===== config.mk =====
export PLATFORM = sky130hd
export DESIGN_NAME = adcc_top
export DESIGN_NICKNAME = d
export VERILOG_FILES = /design/src/design/adcc_pkg.sv /design/src/design/adcc_fifo.sv /design/src/design/adcc_shift.sv /design/src/design/adcc_top.sv
export VERILOG_INCLUDE_DIRS = /design/src /design/src/design
export SDC_FILE = /design/constraint.sdc
export NUM_CORES = 1
export LEC_CHECK = 0
export BUFFER_PORTS_ARGS = -buffer_cell sky130_fd_sc_hd__buf_2
export CAP_MARGIN = 20
export CORE_UTILIZATION = 43
export DETAILED_ROUTE_END_ITERATION = 12
export HOLD_SLACK_MARGIN = 0.02
export PLACE_DENSITY = 0.61
export SLEW_MARGIN = 5
export SYNTH_ARGS = -nofsm -noshare
export SYNTH_HDL_FRONTEND = slang
export SYNTH_HIERARCHICAL = 1
export SYNTH_SLANG_ARGS = --single-unit

===== constraint.sdc =====
create_clock -name CLOCK_I -period 5.8 [get_ports CLOCK_I]
set_input_delay 1.16 -clock CLOCK_I [delete_from_list [all_inputs] [get_ports CLOCK_I]]
set_output_delay 1.16 -clock CLOCK_I [all_outputs]
set_load 0.05 [all_outputs]

===== src/design/adcc_defines.svh =====
// Constants for the converter control and result port
`ifndef ADCC_DEFINES_SVH
`define ADCC_DEFINES_SVH
// Result width and number of bit decisions
`define ADCC_RES_W 16
`define ADCC_BITS 5'h10
// Cycles per bit decision, upper and lower result bits
`define ADCC_STEP_MSB_CYC 3'h4
`define ADCC_STEP_LSB_CYC 3'h6
// Highest bit index decided with the longer step
`define ADCC_LSB_FIRST 4'h7
// Cycles per serial clock half period after conversion
`define ADCC_SER_HALF_CYC 3'h2
// Busy pulse length of the fast initialisation
`define ADCC_INIT_CYC 4'h8
// Conversions to discard after power up or power down
`define ADCC_WARMUP_CONV 8'h80
// Mask that turns offset binary into twos complement
`define ADCC_TWOS_FLIP 16'h8000
// Result buffer depth
`define ADCC_FIFO_DEPTH 16
// Synchronised pin vector layout
`define ADCC_PIN_W 13
`define ADCC_P_CNV 0
`define ADCC_P_RST 1
`define ADCC_P_PWDN 2
`define ADCC_P_CS 3
`define ADCC_P_RD 4
`define ADCC_P_SERSEL 5
`define ADCC_P_CLKSEL 6
`define ADCC_P_DURING 7
`define ADCC_P_SWAP 8
`define ADCC_P_CODING 9
`define ADCC_P_REDPWR 10
`define ADCC_P_SCLKINV 11
`define ADCC_P_SYNCINV 12
`endif


===== src/design/adcc_pkg.sv =====
// Types shared by the converter control modules
`default_nettype none
`include "adcc_defines.svh"
package adcc_pkg;
    typedef enum logic [1:0] {ADCC_IDLE, ADCC_CONV, ADCC_INIT} adcc_state_t;

    typedef struct packed {
        logic [15:0] sh;
        logic [4:0] cnt;
        logic ph;
        logic act;
    } adcc_shift_st_t;

    typedef struct packed {
        logic [`ADCC_PIN_W-1:0] s1;
        logic [`ADCC_PIN_W-1:0] s2;
        logic cnv_d;
        logic rst_d;
        logic pwdn_d;
        adcc_state_t st;
        logic [3:0] idx;
        logic [2:0] step;
        logic [3:0] init_cnt;
        logic [7:0] warm;
        logic [15:0] held;
        logic [15:0] trial;
        logic [15:0] out;
        logic [2:0] div;
        logic busy;
        logic [15:0] data;
        logic data_oe_n;
        logic sdo;
        logic sclk;
        logic sync;
        logic ser_oe_n;
        logic low_pow;
        logic discard;
    } adcc_top_st_t;
endpackage : adcc_pkg
`default_nettype wire


===== src/design/adcc_fifo.sv =====
// Result buffer with valid and ready on both sides
`timescale 1ns/1ps
`default_nettype none
module adcc_fifo #(
    parameter int W = 16,
    parameter int DEPTH = 16
) (
    input wire logic clk_i,
    input wire logic rst_n_i,
    input wire logic flush_i,
    input wire logic in_valid_i,
    output logic in_ready_o,
    input wire logic [W-1:0] in_data_i,
    output logic out_valid_o,
    input wire logic out_ready_i,
    output logic [W-1:0] out_data_o
);
    localparam int AW = $clog2(DEPTH);
    typedef struct packed {
        logic [DEPTH-1:0][W-1:0] mem;
        logic [AW-1:0] wr;
        logic [AW-1:0] rd;
        logic [AW:0] cnt;
    } adcc_fifo_st_t;
    adcc_fifo_st_t r;
    adcc_fifo_st_t n;
    logic push;
    logic pop;

    // Honest full and empty from the fill count
    assign in_ready_o = (r.cnt != (AW+1)'(DEPTH));
    assign out_valid_o = (r.cnt != '0);
    assign out_data_o = r.mem[r.rd];
    assign push = in_valid_i && in_ready_o;
    assign pop = out_valid_o && out_ready_i;

    // Pointer and storage update
    always_comb begin
        n = r;
        if (flush_i) begin
            n.wr = '0;
            n.rd = '0;
            n.cnt = '0;
        end else begin
            if (push) begin
                n.mem[r.wr] = in_data_i;
                n.wr = r.wr + 1'b1;
            end
            if (pop) begin
                n.rd = r.rd + 1'b1;
            end
            n.cnt = r.cnt + (AW+1)'(push) - (AW+1)'(pop);
        end
    end

    // State register
    always_ff @(posedge clk_i or negedge rst_n_i) begin
        if (!rst_n_i) begin
            r <= '0;
        end else begin
            r <= n;
        end
    end
endmodule : adcc_fifo
`default_nettype wire


===== src/design/adcc_shift.sv =====
// Serial shifter that sends one result MSB first
`timescale 1ns/1ps
`default_nettype none
`include "adcc_defines.svh"
module adcc_shift
    import adcc_pkg::*;
(
    input wire logic clk_i,
    input wire logic rst_n_i,
    input wire logic abort_i,
    input wire logic load_i,
    input wire logic [15:0] word_i,
    input wire logic tick_i,
    output logic busy_o,
    output logic sclk_o,
    output logic sdo_o
);
    adcc_shift_st_t r;
    adcc_shift_st_t n;

    assign busy_o = r.act;
    assign sclk_o = r.ph;
    assign sdo_o = r.sh[15];

    // Two ticks per bit: clock rises, then falls and the next bit moves out
    always_comb begin
        n = r;
        if (abort_i) begin
            n.act = 1'b0;
            n.ph = 1'b0;
        end else if (load_i) begin
            n.sh = word_i;
            n.cnt = `ADCC_BITS;
            n.ph = 1'b0;
            n.act = 1'b1;
        end else if (r.act && tick_i) begin
            if (!r.ph) begin
                n.ph = 1'b1;
            end else begin
                n.ph = 1'b0;
                n.sh = {r.sh[14:0], 1'b0};
                n.cnt = r.cnt - 5'h01;
                if (r.cnt == 5'h01) begin
                    n.act = 1'b0;
                end
            end
        end
    end

    // State register
    always_ff @(posedge clk_i or negedge rst_n_i) begin
        if (!rst_n_i) begin
            r <= '0;
        end else begin
            r <= n;
        end
    end
endmodule : adcc_shift
`default_nettype wire


===== src/design/adcc_top.sv =====
// Conversion control and result output port of a 16-bit converter
`timescale 1ns/1ps
`default_nettype none
`include "adcc_defines.svh"
module adcc_top
    import adcc_pkg::*;
(
    input wire logic CLOCK_I,
    input wire logic RST_N_I,
    input wire logic CONVERT_START_N_I,
    input wire logic RESET_I,
    input wire logic POWER_DOWN_I,
    input wire logic REDUCED_POWER_I,
    input wire logic CS_N_I,
    input wire logic RD_N_I,
    input wire logic CODING_SELECT_I,
    input wire logic SERIAL_PARALLEL_SELECT_I,
    input wire logic BYTE_LANE_SWAP_I,
    input wire logic CLOCK_SOURCE_SELECT_I,
    input wire logic READ_DURING_CONVERT_SELECT_I,
    input wire logic SCLK_INVERT_I,
    input wire logic SYNC_INVERT_I,
    input wire logic [15:0] SAMPLE_I,
    output logic BUSY_O,
    output logic [15:0] DATA_O,
    output logic DATA_OE_N_O,
    output logic SERIAL_DATA_O,
    output logic SCLK_O,
    output logic SYNC_O,
    output logic SERIAL_OE_N_O,
    output logic LOW_POWER_O,
    output logic DISCARD_O
);
    adcc_top_st_t r;
    adcc_top_st_t n;
    logic [`ADCC_PIN_W-1:0] pins_w;
    logic cnv_n_s;
    logic rst_s;
    logic pwdn_s;
    logic cs_n_s;
    logic rd_n_s;
    logic sersel_s;
    logic clksel_s;
    logic during_s;
    logic swap_s;
    logic coding_s;
    logic redpwr_s;
    logic sclk_inv_s;
    logic sync_inv_s;
    logic cnv_fall_w;
    logic rst_fall_w;
    logic [15:0] bit_w;
    logic [15:0] trial_w;
    logic [15:0] decided_w;
    logic step_end_w;
    logic conv_done_w;
    logic start_w;
    logic after_w;
    logic during_w;
    logic [15:0] push_data_w;
    logic fifo_in_ready_w;
    logic fifo_out_valid_w;
    logic fifo_out_ready_w;
    logic [15:0] fifo_data_w;
    logic pop_w;
    logic sh_load_w;
    logic [15:0] sh_word_w;
    logic tick_w;
    logic sh_busy_w;
    logic sh_sclk_w;
    logic sh_sdo_w;
    logic [7:0] out_hi_w;
    logic [7:0] out_lo_w;

    // Pins gathered for the two-stage synchroniser
    assign pins_w = {SYNC_INVERT_I, SCLK_INVERT_I, REDUCED_POWER_I, CODING_SELECT_I,
                     BYTE_LANE_SWAP_I, READ_DURING_CONVERT_SELECT_I, CLOCK_SOURCE_SELECT_I,
                     SERIAL_PARALLEL_SELECT_I, RD_N_I, CS_N_I, POWER_DOWN_I, RESET_I,
                     CONVERT_START_N_I};

    // Synchronised pin levels, all taken from the second stage
    assign cnv_n_s = r.s2[`ADCC_P_CNV];
    assign rst_s = r.s2[`ADCC_P_RST];
    assign pwdn_s = r.s2[`ADCC_P_PWDN];
    assign cs_n_s = r.s2[`ADCC_P_CS];
    assign rd_n_s = r.s2[`ADCC_P_RD];
    assign sersel_s = r.s2[`ADCC_P_SERSEL];
    assign clksel_s = r.s2[`ADCC_P_CLKSEL];
    assign during_s = r.s2[`ADCC_P_DURING];
    assign swap_s = r.s2[`ADCC_P_SWAP];
    assign coding_s = r.s2[`ADCC_P_CODING];
    assign redpwr_s = r.s2[`ADCC_P_REDPWR];
    assign sclk_inv_s = r.s2[`ADCC_P_SCLKINV];
    assign sync_inv_s = r.s2[`ADCC_P_SYNCINV];

    // Edge detection on convert-start and the reset pin
    assign cnv_fall_w = r.cnv_d && !cnv_n_s;
    assign rst_fall_w = r.rst_d && !rst_s;

    // One bit decision: keep the trial bit if it does not exceed the held sample
    assign bit_w = 16'h0001 << r.idx;
    assign trial_w = r.trial | bit_w;
    assign decided_w = (trial_w <= r.held) ? trial_w : r.trial;
    assign step_end_w = (r.step == 3'h0);
    assign conv_done_w = (r.st == ADCC_CONV) && step_end_w && (r.idx == 4'h0);

    assign push_data_w = coding_s ? decided_w : (decided_w ^ `ADCC_TWOS_FLIP);

    assign start_w = (r.st == ADCC_IDLE) && cnv_fall_w && !pwdn_s && !rst_s && fifo_in_ready_w;

    assign after_w = sersel_s && !clksel_s && !during_s;
    assign during_w = sersel_s && !clksel_s && during_s;

    // Buffer drains into the output register unless a word is being shifted or the reset pin is held
    assign fifo_out_ready_w = !sh_busy_w && !rst_s;
    assign pop_w = fifo_out_valid_w && fifo_out_ready_w;

    assign sh_load_w = (after_w && pop_w) || (during_w && start_w);
    assign sh_word_w = after_w ? fifo_data_w : r.out;

    assign tick_w = during_w ? ((r.st == ADCC_CONV) &&
                                (step_end_w || r.step == `ADCC_SER_HALF_CYC))
                             : (r.div == 3'h0);

    assign out_hi_w = r.out[15:8];
    assign out_lo_w = r.out[7:0];

    adcc_fifo #(
        .W(`ADCC_RES_W),
        .DEPTH(`ADCC_FIFO_DEPTH)
    ) u_fifo (
        .clk_i(CLOCK_I),
        .rst_n_i(RST_N_I),
        .flush_i(rst_s),
        .in_valid_i(conv_done_w),
        .in_ready_o(fifo_in_ready_w),
        .in_data_i(push_data_w),
        .out_valid_o(fifo_out_valid_w),
        .out_ready_i(fifo_out_ready_w),
        .out_data_o(fifo_data_w)
    );

    adcc_shift u_shift (
        .clk_i(CLOCK_I),
        .rst_n_i(RST_N_I),
        .abort_i(rst_s),
        .load_i(sh_load_w),
        .word_i(sh_word_w),
        .tick_i(tick_w),
        .busy_o(sh_busy_w),
        .sclk_o(sh_sclk_w),
        .sdo_o(sh_sdo_w)
    );

    // Next state of the whole block
    always_comb begin
        n = r;
        n.s1 = pins_w;
        n.s2 = r.s1;
        n.cnv_d = cnv_n_s;
        n.rst_d = rst_s;
        n.pwdn_d = pwdn_s;
        // Serial clock divider for read after conversion
        if (!sh_busy_w || r.div == 3'h0) begin
            n.div = `ADCC_SER_HALF_CYC - 3'h1;
        end else begin
            n.div = r.div - 3'h1;
        end
        case (r.st)
            ADCC_IDLE: begin
                if (start_w) begin
                    n.st = ADCC_CONV;
                    n.held = SAMPLE_I;
                    n.trial = '0;
                    n.idx = 4'hf;
                    n.step = `ADCC_STEP_MSB_CYC - 3'h1;
                end
            end
            ADCC_CONV: begin
                if (step_end_w) begin
                    n.trial = decided_w;
                    if (r.idx == 4'h0) begin
                        n.st = ADCC_IDLE;
                        if (r.warm != `ADCC_WARMUP_CONV) begin
                            n.warm = r.warm + 8'h01;
                        end
                    end else begin
                        n.idx = r.idx - 4'h1;
                        if ((r.idx - 4'h1) <= `ADCC_LSB_FIRST) begin
                            n.step = `ADCC_STEP_LSB_CYC - 3'h1;
                        end else begin
                            n.step = `ADCC_STEP_MSB_CYC - 3'h1;
                        end
                    end
                end else begin
                    n.step = r.step - 3'h1;
                end
            end
            ADCC_INIT: begin
                n.init_cnt = r.init_cnt - 4'h1;
                if (r.init_cnt == 4'h1) begin
                    n.st = ADCC_IDLE;
                end
            end
            default: begin
                n.st = ADCC_IDLE;
            end
        endcase
        // Latest result taken from the buffer
        if (pop_w) begin
            n.out = fifo_data_w;
        end
        if (rst_s) begin
            n.st = ADCC_IDLE;
        end
        if (rst_fall_w) begin
            n.st = ADCC_INIT;
            n.init_cnt = `ADCC_INIT_CYC;
            n.out = '0;
            n.warm = `ADCC_WARMUP_CONV;
        end
        if (r.pwdn_d && !pwdn_s) begin
            n.warm = '0;
        end
        n.discard = (n.warm != `ADCC_WARMUP_CONV);
        // busy follows conversion; held while shifting
        // The push cycle counts too, so busy has no one-cycle gap before the pop
        n.busy = (n.st != ADCC_IDLE) ||
                 (after_w && (sh_busy_w || fifo_out_valid_w || conv_done_w));
        n.low_pow = (redpwr_s || pwdn_s) && (n.st == ADCC_IDLE);
        n.data = swap_s ? {out_lo_w, out_hi_w} : r.out;
        n.data_oe_n = rst_s || cs_n_s || rd_n_s || sersel_s;
        n.ser_oe_n = rst_s || cs_n_s || rd_n_s || !sersel_s || clksel_s;
        n.sdo = sh_sdo_w;
        n.sclk = sh_sclk_w ^ sclk_inv_s;
        n.sync = sh_busy_w ^ sync_inv_s;
    end

    // State register
    always_ff @(posedge CLOCK_I or negedge RST_N_I) begin
        if (!RST_N_I) begin
            r <= '0;
            r.data_oe_n <= 1'b1;
            r.ser_oe_n <= 1'b1;
            r.discard <= 1'b1;
        end else begin
            r <= n;
        end
    end

    // Outputs straight from the state register
    assign BUSY_O = r.busy;
    assign DATA_O = r.data;
    assign DATA_OE_N_O = r.data_oe_n;
    assign SERIAL_DATA_O = r.sdo;
    assign SCLK_O = r.sclk;
    assign SYNC_O = r.sync;
    assign SERIAL_OE_N_O = r.ser_oe_n;
    assign LOW_POWER_O = r.low_pow;
    assign DISCARD_O = r.discard;
endmodule : adcc_top
`default_nettype wire


## After elaboration in Yosys (flattened, before gate mapping)

Index checks and enable logic that the tools add are counted.

- Add/subtract/negate cells: 10
- Magnitude comparators: 5
- Eq/ne operators: 12
- Shift-type cells: 1
- Multiplexer cells: 44
- Bitwise operators: 5
- Reduce and logical (&&, ||, !) cells: 65

Operators by type and width:

| kind | number |
|---|---|
| bitwise mux 256 bit | 1 |
| two-way mux 16 bit | 10 |
| binary-select mux 16 bit (select 4 bit) | 1 |
| demux 16 bit (select 4 bit) | 1 |
| two-way mux 23 bit | 2 |
| two-way mux 8 bit | 5 |
| one-hot mux 16 bit (2 select lines) | 1 |
| logical AND 1 bit | 22 |
| two-way mux 21 bit | 1 |
| less-or-equal comparator 16 bit | 1 |
| inequality test 8 bit (second input constant) | 2 |
| OR 16 bit | 1 |
| nonzero test 2 bit | 8 |
| left shift 1 x 4 -> 16 bit (first input constant) | 1 |
| one-hot mux 7 bit (2 select lines) | 1 |
| two-way mux 13 bit | 1 |
| logical OR 1 bit | 12 |
| two-way mux 12 bit | 1 |
| two-way mux 4 bit | 3 |
| AND reduction 3 bit | 4 |
| less-than comparator 4 x 5 -> 1 bit (second input constant) | 2 |
| two-way mux 2 bit | 5 |
| two-way mux 3 bit | 3 |
| two-way mux 9 bit | 1 |
| 31 further kinds | 52 |

- Bits in registers: 417

## Longest topological paths before layout

- Depth in word-level cells: 12
- Depth in mapped cells: 14

## Cells and area by module

Netlist, hierarchy kept.

By module, submodules not included:

| module | instances | cells an instance | area each (sq um) | seq. area each (sq um) |
|---|---|---|---|---|
| adcc_fifo | 1 | 842 | 12731.0 | 6731.5 |
| adcc_top | 1 | 508 | 5895.7 | 3131.8 |
| adcc_shift | 1 | 109 | 1201.2 | 575.6 |

## Worst setup path after synthesis

No wires, ideal clock.

- Path type: register to register
- From: register, netlist name r[90]
- To: register u_fifo/r[4] (netlist name)
- Data arrival time: 3180 ps
- Path slack: 2542 ps
- Cell stages (with the launch flop): 15
- Cells stage by stage: dfrtp_1 inv_1 ha_1 or3b_4 nor2_1 buf_4 nand2_1 ha_1 inv_1 ha_1 fa_1 a21oi_1 nor2_1 or3_1 a21oi_1

RTL lines:

| item | line | source |
|---|---|---|
| end signal, assigned | adcc_fifo.sv:61 | `r <= n;` |
| end, declared | adcc_fifo.sv:25 | `adcc_fifo_st_t r;` |

==> impl_metrics.yaml <==
cells_and_area:
  drive_gt1_share_pct: 33.87
  regArea_um2: 10440
  design_area_um2: 21910
  post-route-util_pct: 48.28
  final_common_cell: "dfrtp_1"
  layout_common_cells: "dfrtp_1 (413), mux2_2 (276), buf_2 (53)"
  num_antenna_cells: 0
  fillers: 4013
  syn_to_final_growth_pct: 10.50
  multi_input_area_um2: 8561
  fin_nets: 1543
cts:
  cts_tree: "built"
  clkLatencyLatePin_ns: 0.58
  cts-htree-levels: 2
  path_clk_slew_ns: 0.06
  cts.hold.buffers_added: 0
  clock_path_buffers: 3
  cts_inserted_buffers: 47
  cts_resized: 0
  clock-sinks: 417
  postCtsSetupBuffers: 0
  cts_root_buf: "clkbuf_16"
yosys:
  synth_edf_count: 0
  yosysSeqAreaShare_pct: 52.65
  ys_async_sr_fraction_pct: 100.0
  synth_top_family_by_area: "multiplexers"
  synth-xor-area-share_pct: 1.060
  syn_inst: 1459
  avgSynthCellArea_um2: 13.59
  yosys.area_share.simple_pct: 7.270
  synth_compound_area_share_pct: 7.560
  syn_nets: 1534
  netlist_area_um2: 19830
  synth_cell_type_count: 76
  yosys_most_used_dff: "dfrtp_1"
  yosysWarnings: 6
  synthAdderAreaFrac_pct: 2.814
  muxShareOfSynthArea_pct: 24.34
  ys_ff_latch: 417
routing:
  wirelength_um: 44340
  vias: 11800
  wire_per_inst_um: 21.08
  drtPass1Iterations: 4
  postRouteAntennaNets: 0
  drt_iter0_drc: 752
  viasPerCell: 5.610
  drcViolationCount: 0
pwr:
  clkPwrFrac_pct: 38.9
  p_per_area_nw_per_um2: 350.9
  leakagePower_nw: 10.56
  power.switching_w: 0.002234
  vdd_drop_max_mv: 0.1853
  seq_power_share_pct: 42.3
  swShare_pct: 29.06
  combPwrFrac_pct: 18.8
  internal-power_w: 0.005454
timing:
  period_needed_ns: 3.954
  max_slew_margin_pct: 28.21
  fin_skew_ns: 0.02168
  finalMaxSlewViolations: 0
  fin_crit_sh_pct: 68.18
  hold_violations: 0
  max_freq_mhz: 252.9
  setup_violations: 0
  tns_ns: 0
  worst_slack_ns: 1.846
  grt_setup_unrepaired: "false"
  tightest_slew_ns: 1.077
setup_path:
  cpPeakStageDelay_ns: 0.49
  crit_arrival_ns: 4.40
  ff2ff_setup_slack_ns: 1.85
  crit_top_cell: "ha_1"
  slowest_stage: "nor4_1"
  reg2reg_depth: 11
  cp_cell_sequence: "inv_1 > ha_1 > a31o_2 > ha_1 > nand4_1 > nor4_1 > a21boi_0 > o31ai_4 > buf_16 > o21a_1 > mux2_1"
  endpoint_kind: "flop"
  critPathRequiredTime_ns: 6.25
  timing.rr.end: "u_fifo/r[258]"
  critPathMaxFanout: 20
  start_kind: "flop"
  critPathKind: "reg -> reg"
  timing.rr.start: "r[90]"
placed_design:
  portBuffers: 54
  place_area_um2: 20330
  hpwl_um: 27870
  gp_congestion: 0.7983
  pre_cts_ws_ns: 1.726
floorplanning:
  die_area_um2: 46970
  fp.dieW_um: 216.7
  ios: 55
  die_height_um: 216.7
  start_util_pct: 43.69
  placementRows: 78
  core-area_um2: 45380
grt:
  grt_pass1_wl_um: 71730
  antenna_found_initial: 0
  track_usage_pct: 19.66
  grt_max_degree: 155
  overflow: 0
  grt_pass1_vias: 12490
worst_hold_path:
  min_path_type: "reg -> reg"
  min_from: "n[108]"
  hold_depth: 0
  holdPathEnd: "coding_s"
outcome:
  outcome: "complete, no violations"
flow_run:
  maxCapViolCount: 0
[per-layer routing]
layer	share of wire [%]	global-route usage [%]	up-vias
li1	-	-	5326
met4	3.2	8.099	0
met3	3.6	3.061	78
met5	0	0	-
met2	48	31.62	188
met1	45	26.55	6205
[flip-flops by register name, indices dropped and copies added, names as in the netlist, 8 cells and up]
| register | count |
|---|---|
| n | 15 |
| out_lo_w | 8 |
| DATA_O | 16 |
| out_hi_w | 8 |
| u_fifo/r | 269 |
| u_shift/r | 20 |
| r | 65 |
[per-stage QoR]
| step | std cells | total power [W] | hold WS (ns) |
|---|---|---|---|
| 6_report | 2103 | 0.007688 | 0.3452 |
| 5_1_grt | 2103 | 0.008073 | 0.3529 |
| 4_1_cts | 2102 | 0.007783 | 0.3423 |
| 3_5_place_dp | 2018 | 0.004749 | 0.3355 |
| 3_3_place_gp | 2016 | 0.004671 | 0.3328 |
| 2_1_floorplan | 1459 | 0.004313 | 0.3312 |
[worst max-delay path by stage]
stage,startpoint,to,slack [ns]
floorplan,r[90],u_fifo/r[4],2.54
global placement,r[90],u_fifo/r[118],1.73
detailed placement,r[90],u_fifo/r[140],1.73
CTS,r[90],u_fifo/r[140],1.67
global route,r[90],u_fifo/r[36],1.57
finish,r[90],u_fifo/r[258],1.85
[power groups by stage]
stage / Clock [W] / Sequential, W / Combinational (W)
floorplan: 0 / 0.00320 / 0.00111
global placement: 0 / 0.00330 / 0.00137
detailed placement: 0 / 0.00331 / 0.00144
CTS: 0.00308 / 0.00326 / 0.00145
global route: 0.00319 / 0.00329 / 0.00160
finish: 0.00299 / 0.00325 / 0.00144
[cells by family after synthesis]
group	after synthesis
flops	417
compound gates	197
xor+xnor	24
buf+inv	147
fa+ha+maj	44
mux	402
simple gates	228
[layout make-up]
| class | count | area share [%] |
|---|---|---|
| multi-input cells | 895 | 39.07 |
| inverters | 38 | 0.6510 |
| repair buffers | 69 | 2.016 |
| flip-flops and latches | 417 | 47.66 |
| well taps | 600 | 3.426 |
| clock buffers | 72 | 6.527 |
| clock inverters | 12 | 0.6453 |
[critical path, delay by kind of cell, from the launching register on]
family | cells | cell delay (ns)
buffers and inverters | 2 | 0.32
DFF | 1 | 0.43
AOI/OAI and AO/OA | 4 | 1.39
muxes | 1 | 0.41
adders and majority gates | 2 | 0.60
and+or+nand+nor | 2 | 0.67
[cell usage after synthesis, types with 9 or more instances]
| cell type | instances | area, um^2 |
|---|---|---|
| o21ai_0 | 29 | 145.1 |
| xor2_1 | 14 | 122.6 |
| a221o_1 | 17 | 170.2 |
| ha_1 | 43 | 538.0 |
| buf_6 | 24 | 270.3 |
| buf_2 | 13 | 65.06 |
| xnor2_1 | 10 | 87.58 |
| nor3_1 | 29 | 145.1 |
| o21ai_2 | 10 | 87.58 |
| inv_1 | 38 | 142.6 |
| a32o_1 | 15 | 150.1 |
| a21o_1 | 13 | 97.59 |
| mux2_2 | 276 | 3108 |
| nand3_1 | 23 | 115.1 |
| nand2_1 | 39 | 146.4 |
| a22o_1 | 34 | 297.8 |
| dfrtp_1 | 414 | 10360 |
| o21a_1 | 14 | 105.1 |
| nor2b_1 | 14 | 87.58 |
| buf_4 | 22 | 165.2 |
| mux2_1 | 45 | 506.7 |
| mux2i_1 | 49 | 490.5 |
| a21oi_1 | 20 | 100.1 |
| nand2b_1 | 10 | 62.56 |
| o22ai_1 | 17 | 106.4 |
| clkbuf_1 | 41 | 153.9 |
| nor2_1 | 42 | 157.7 |
| nor2_4 | 9 | 101.4 |
| mux4_2 | 32 | 720.7 |
No activity file was read; power rests on OpenSTA's default activity.
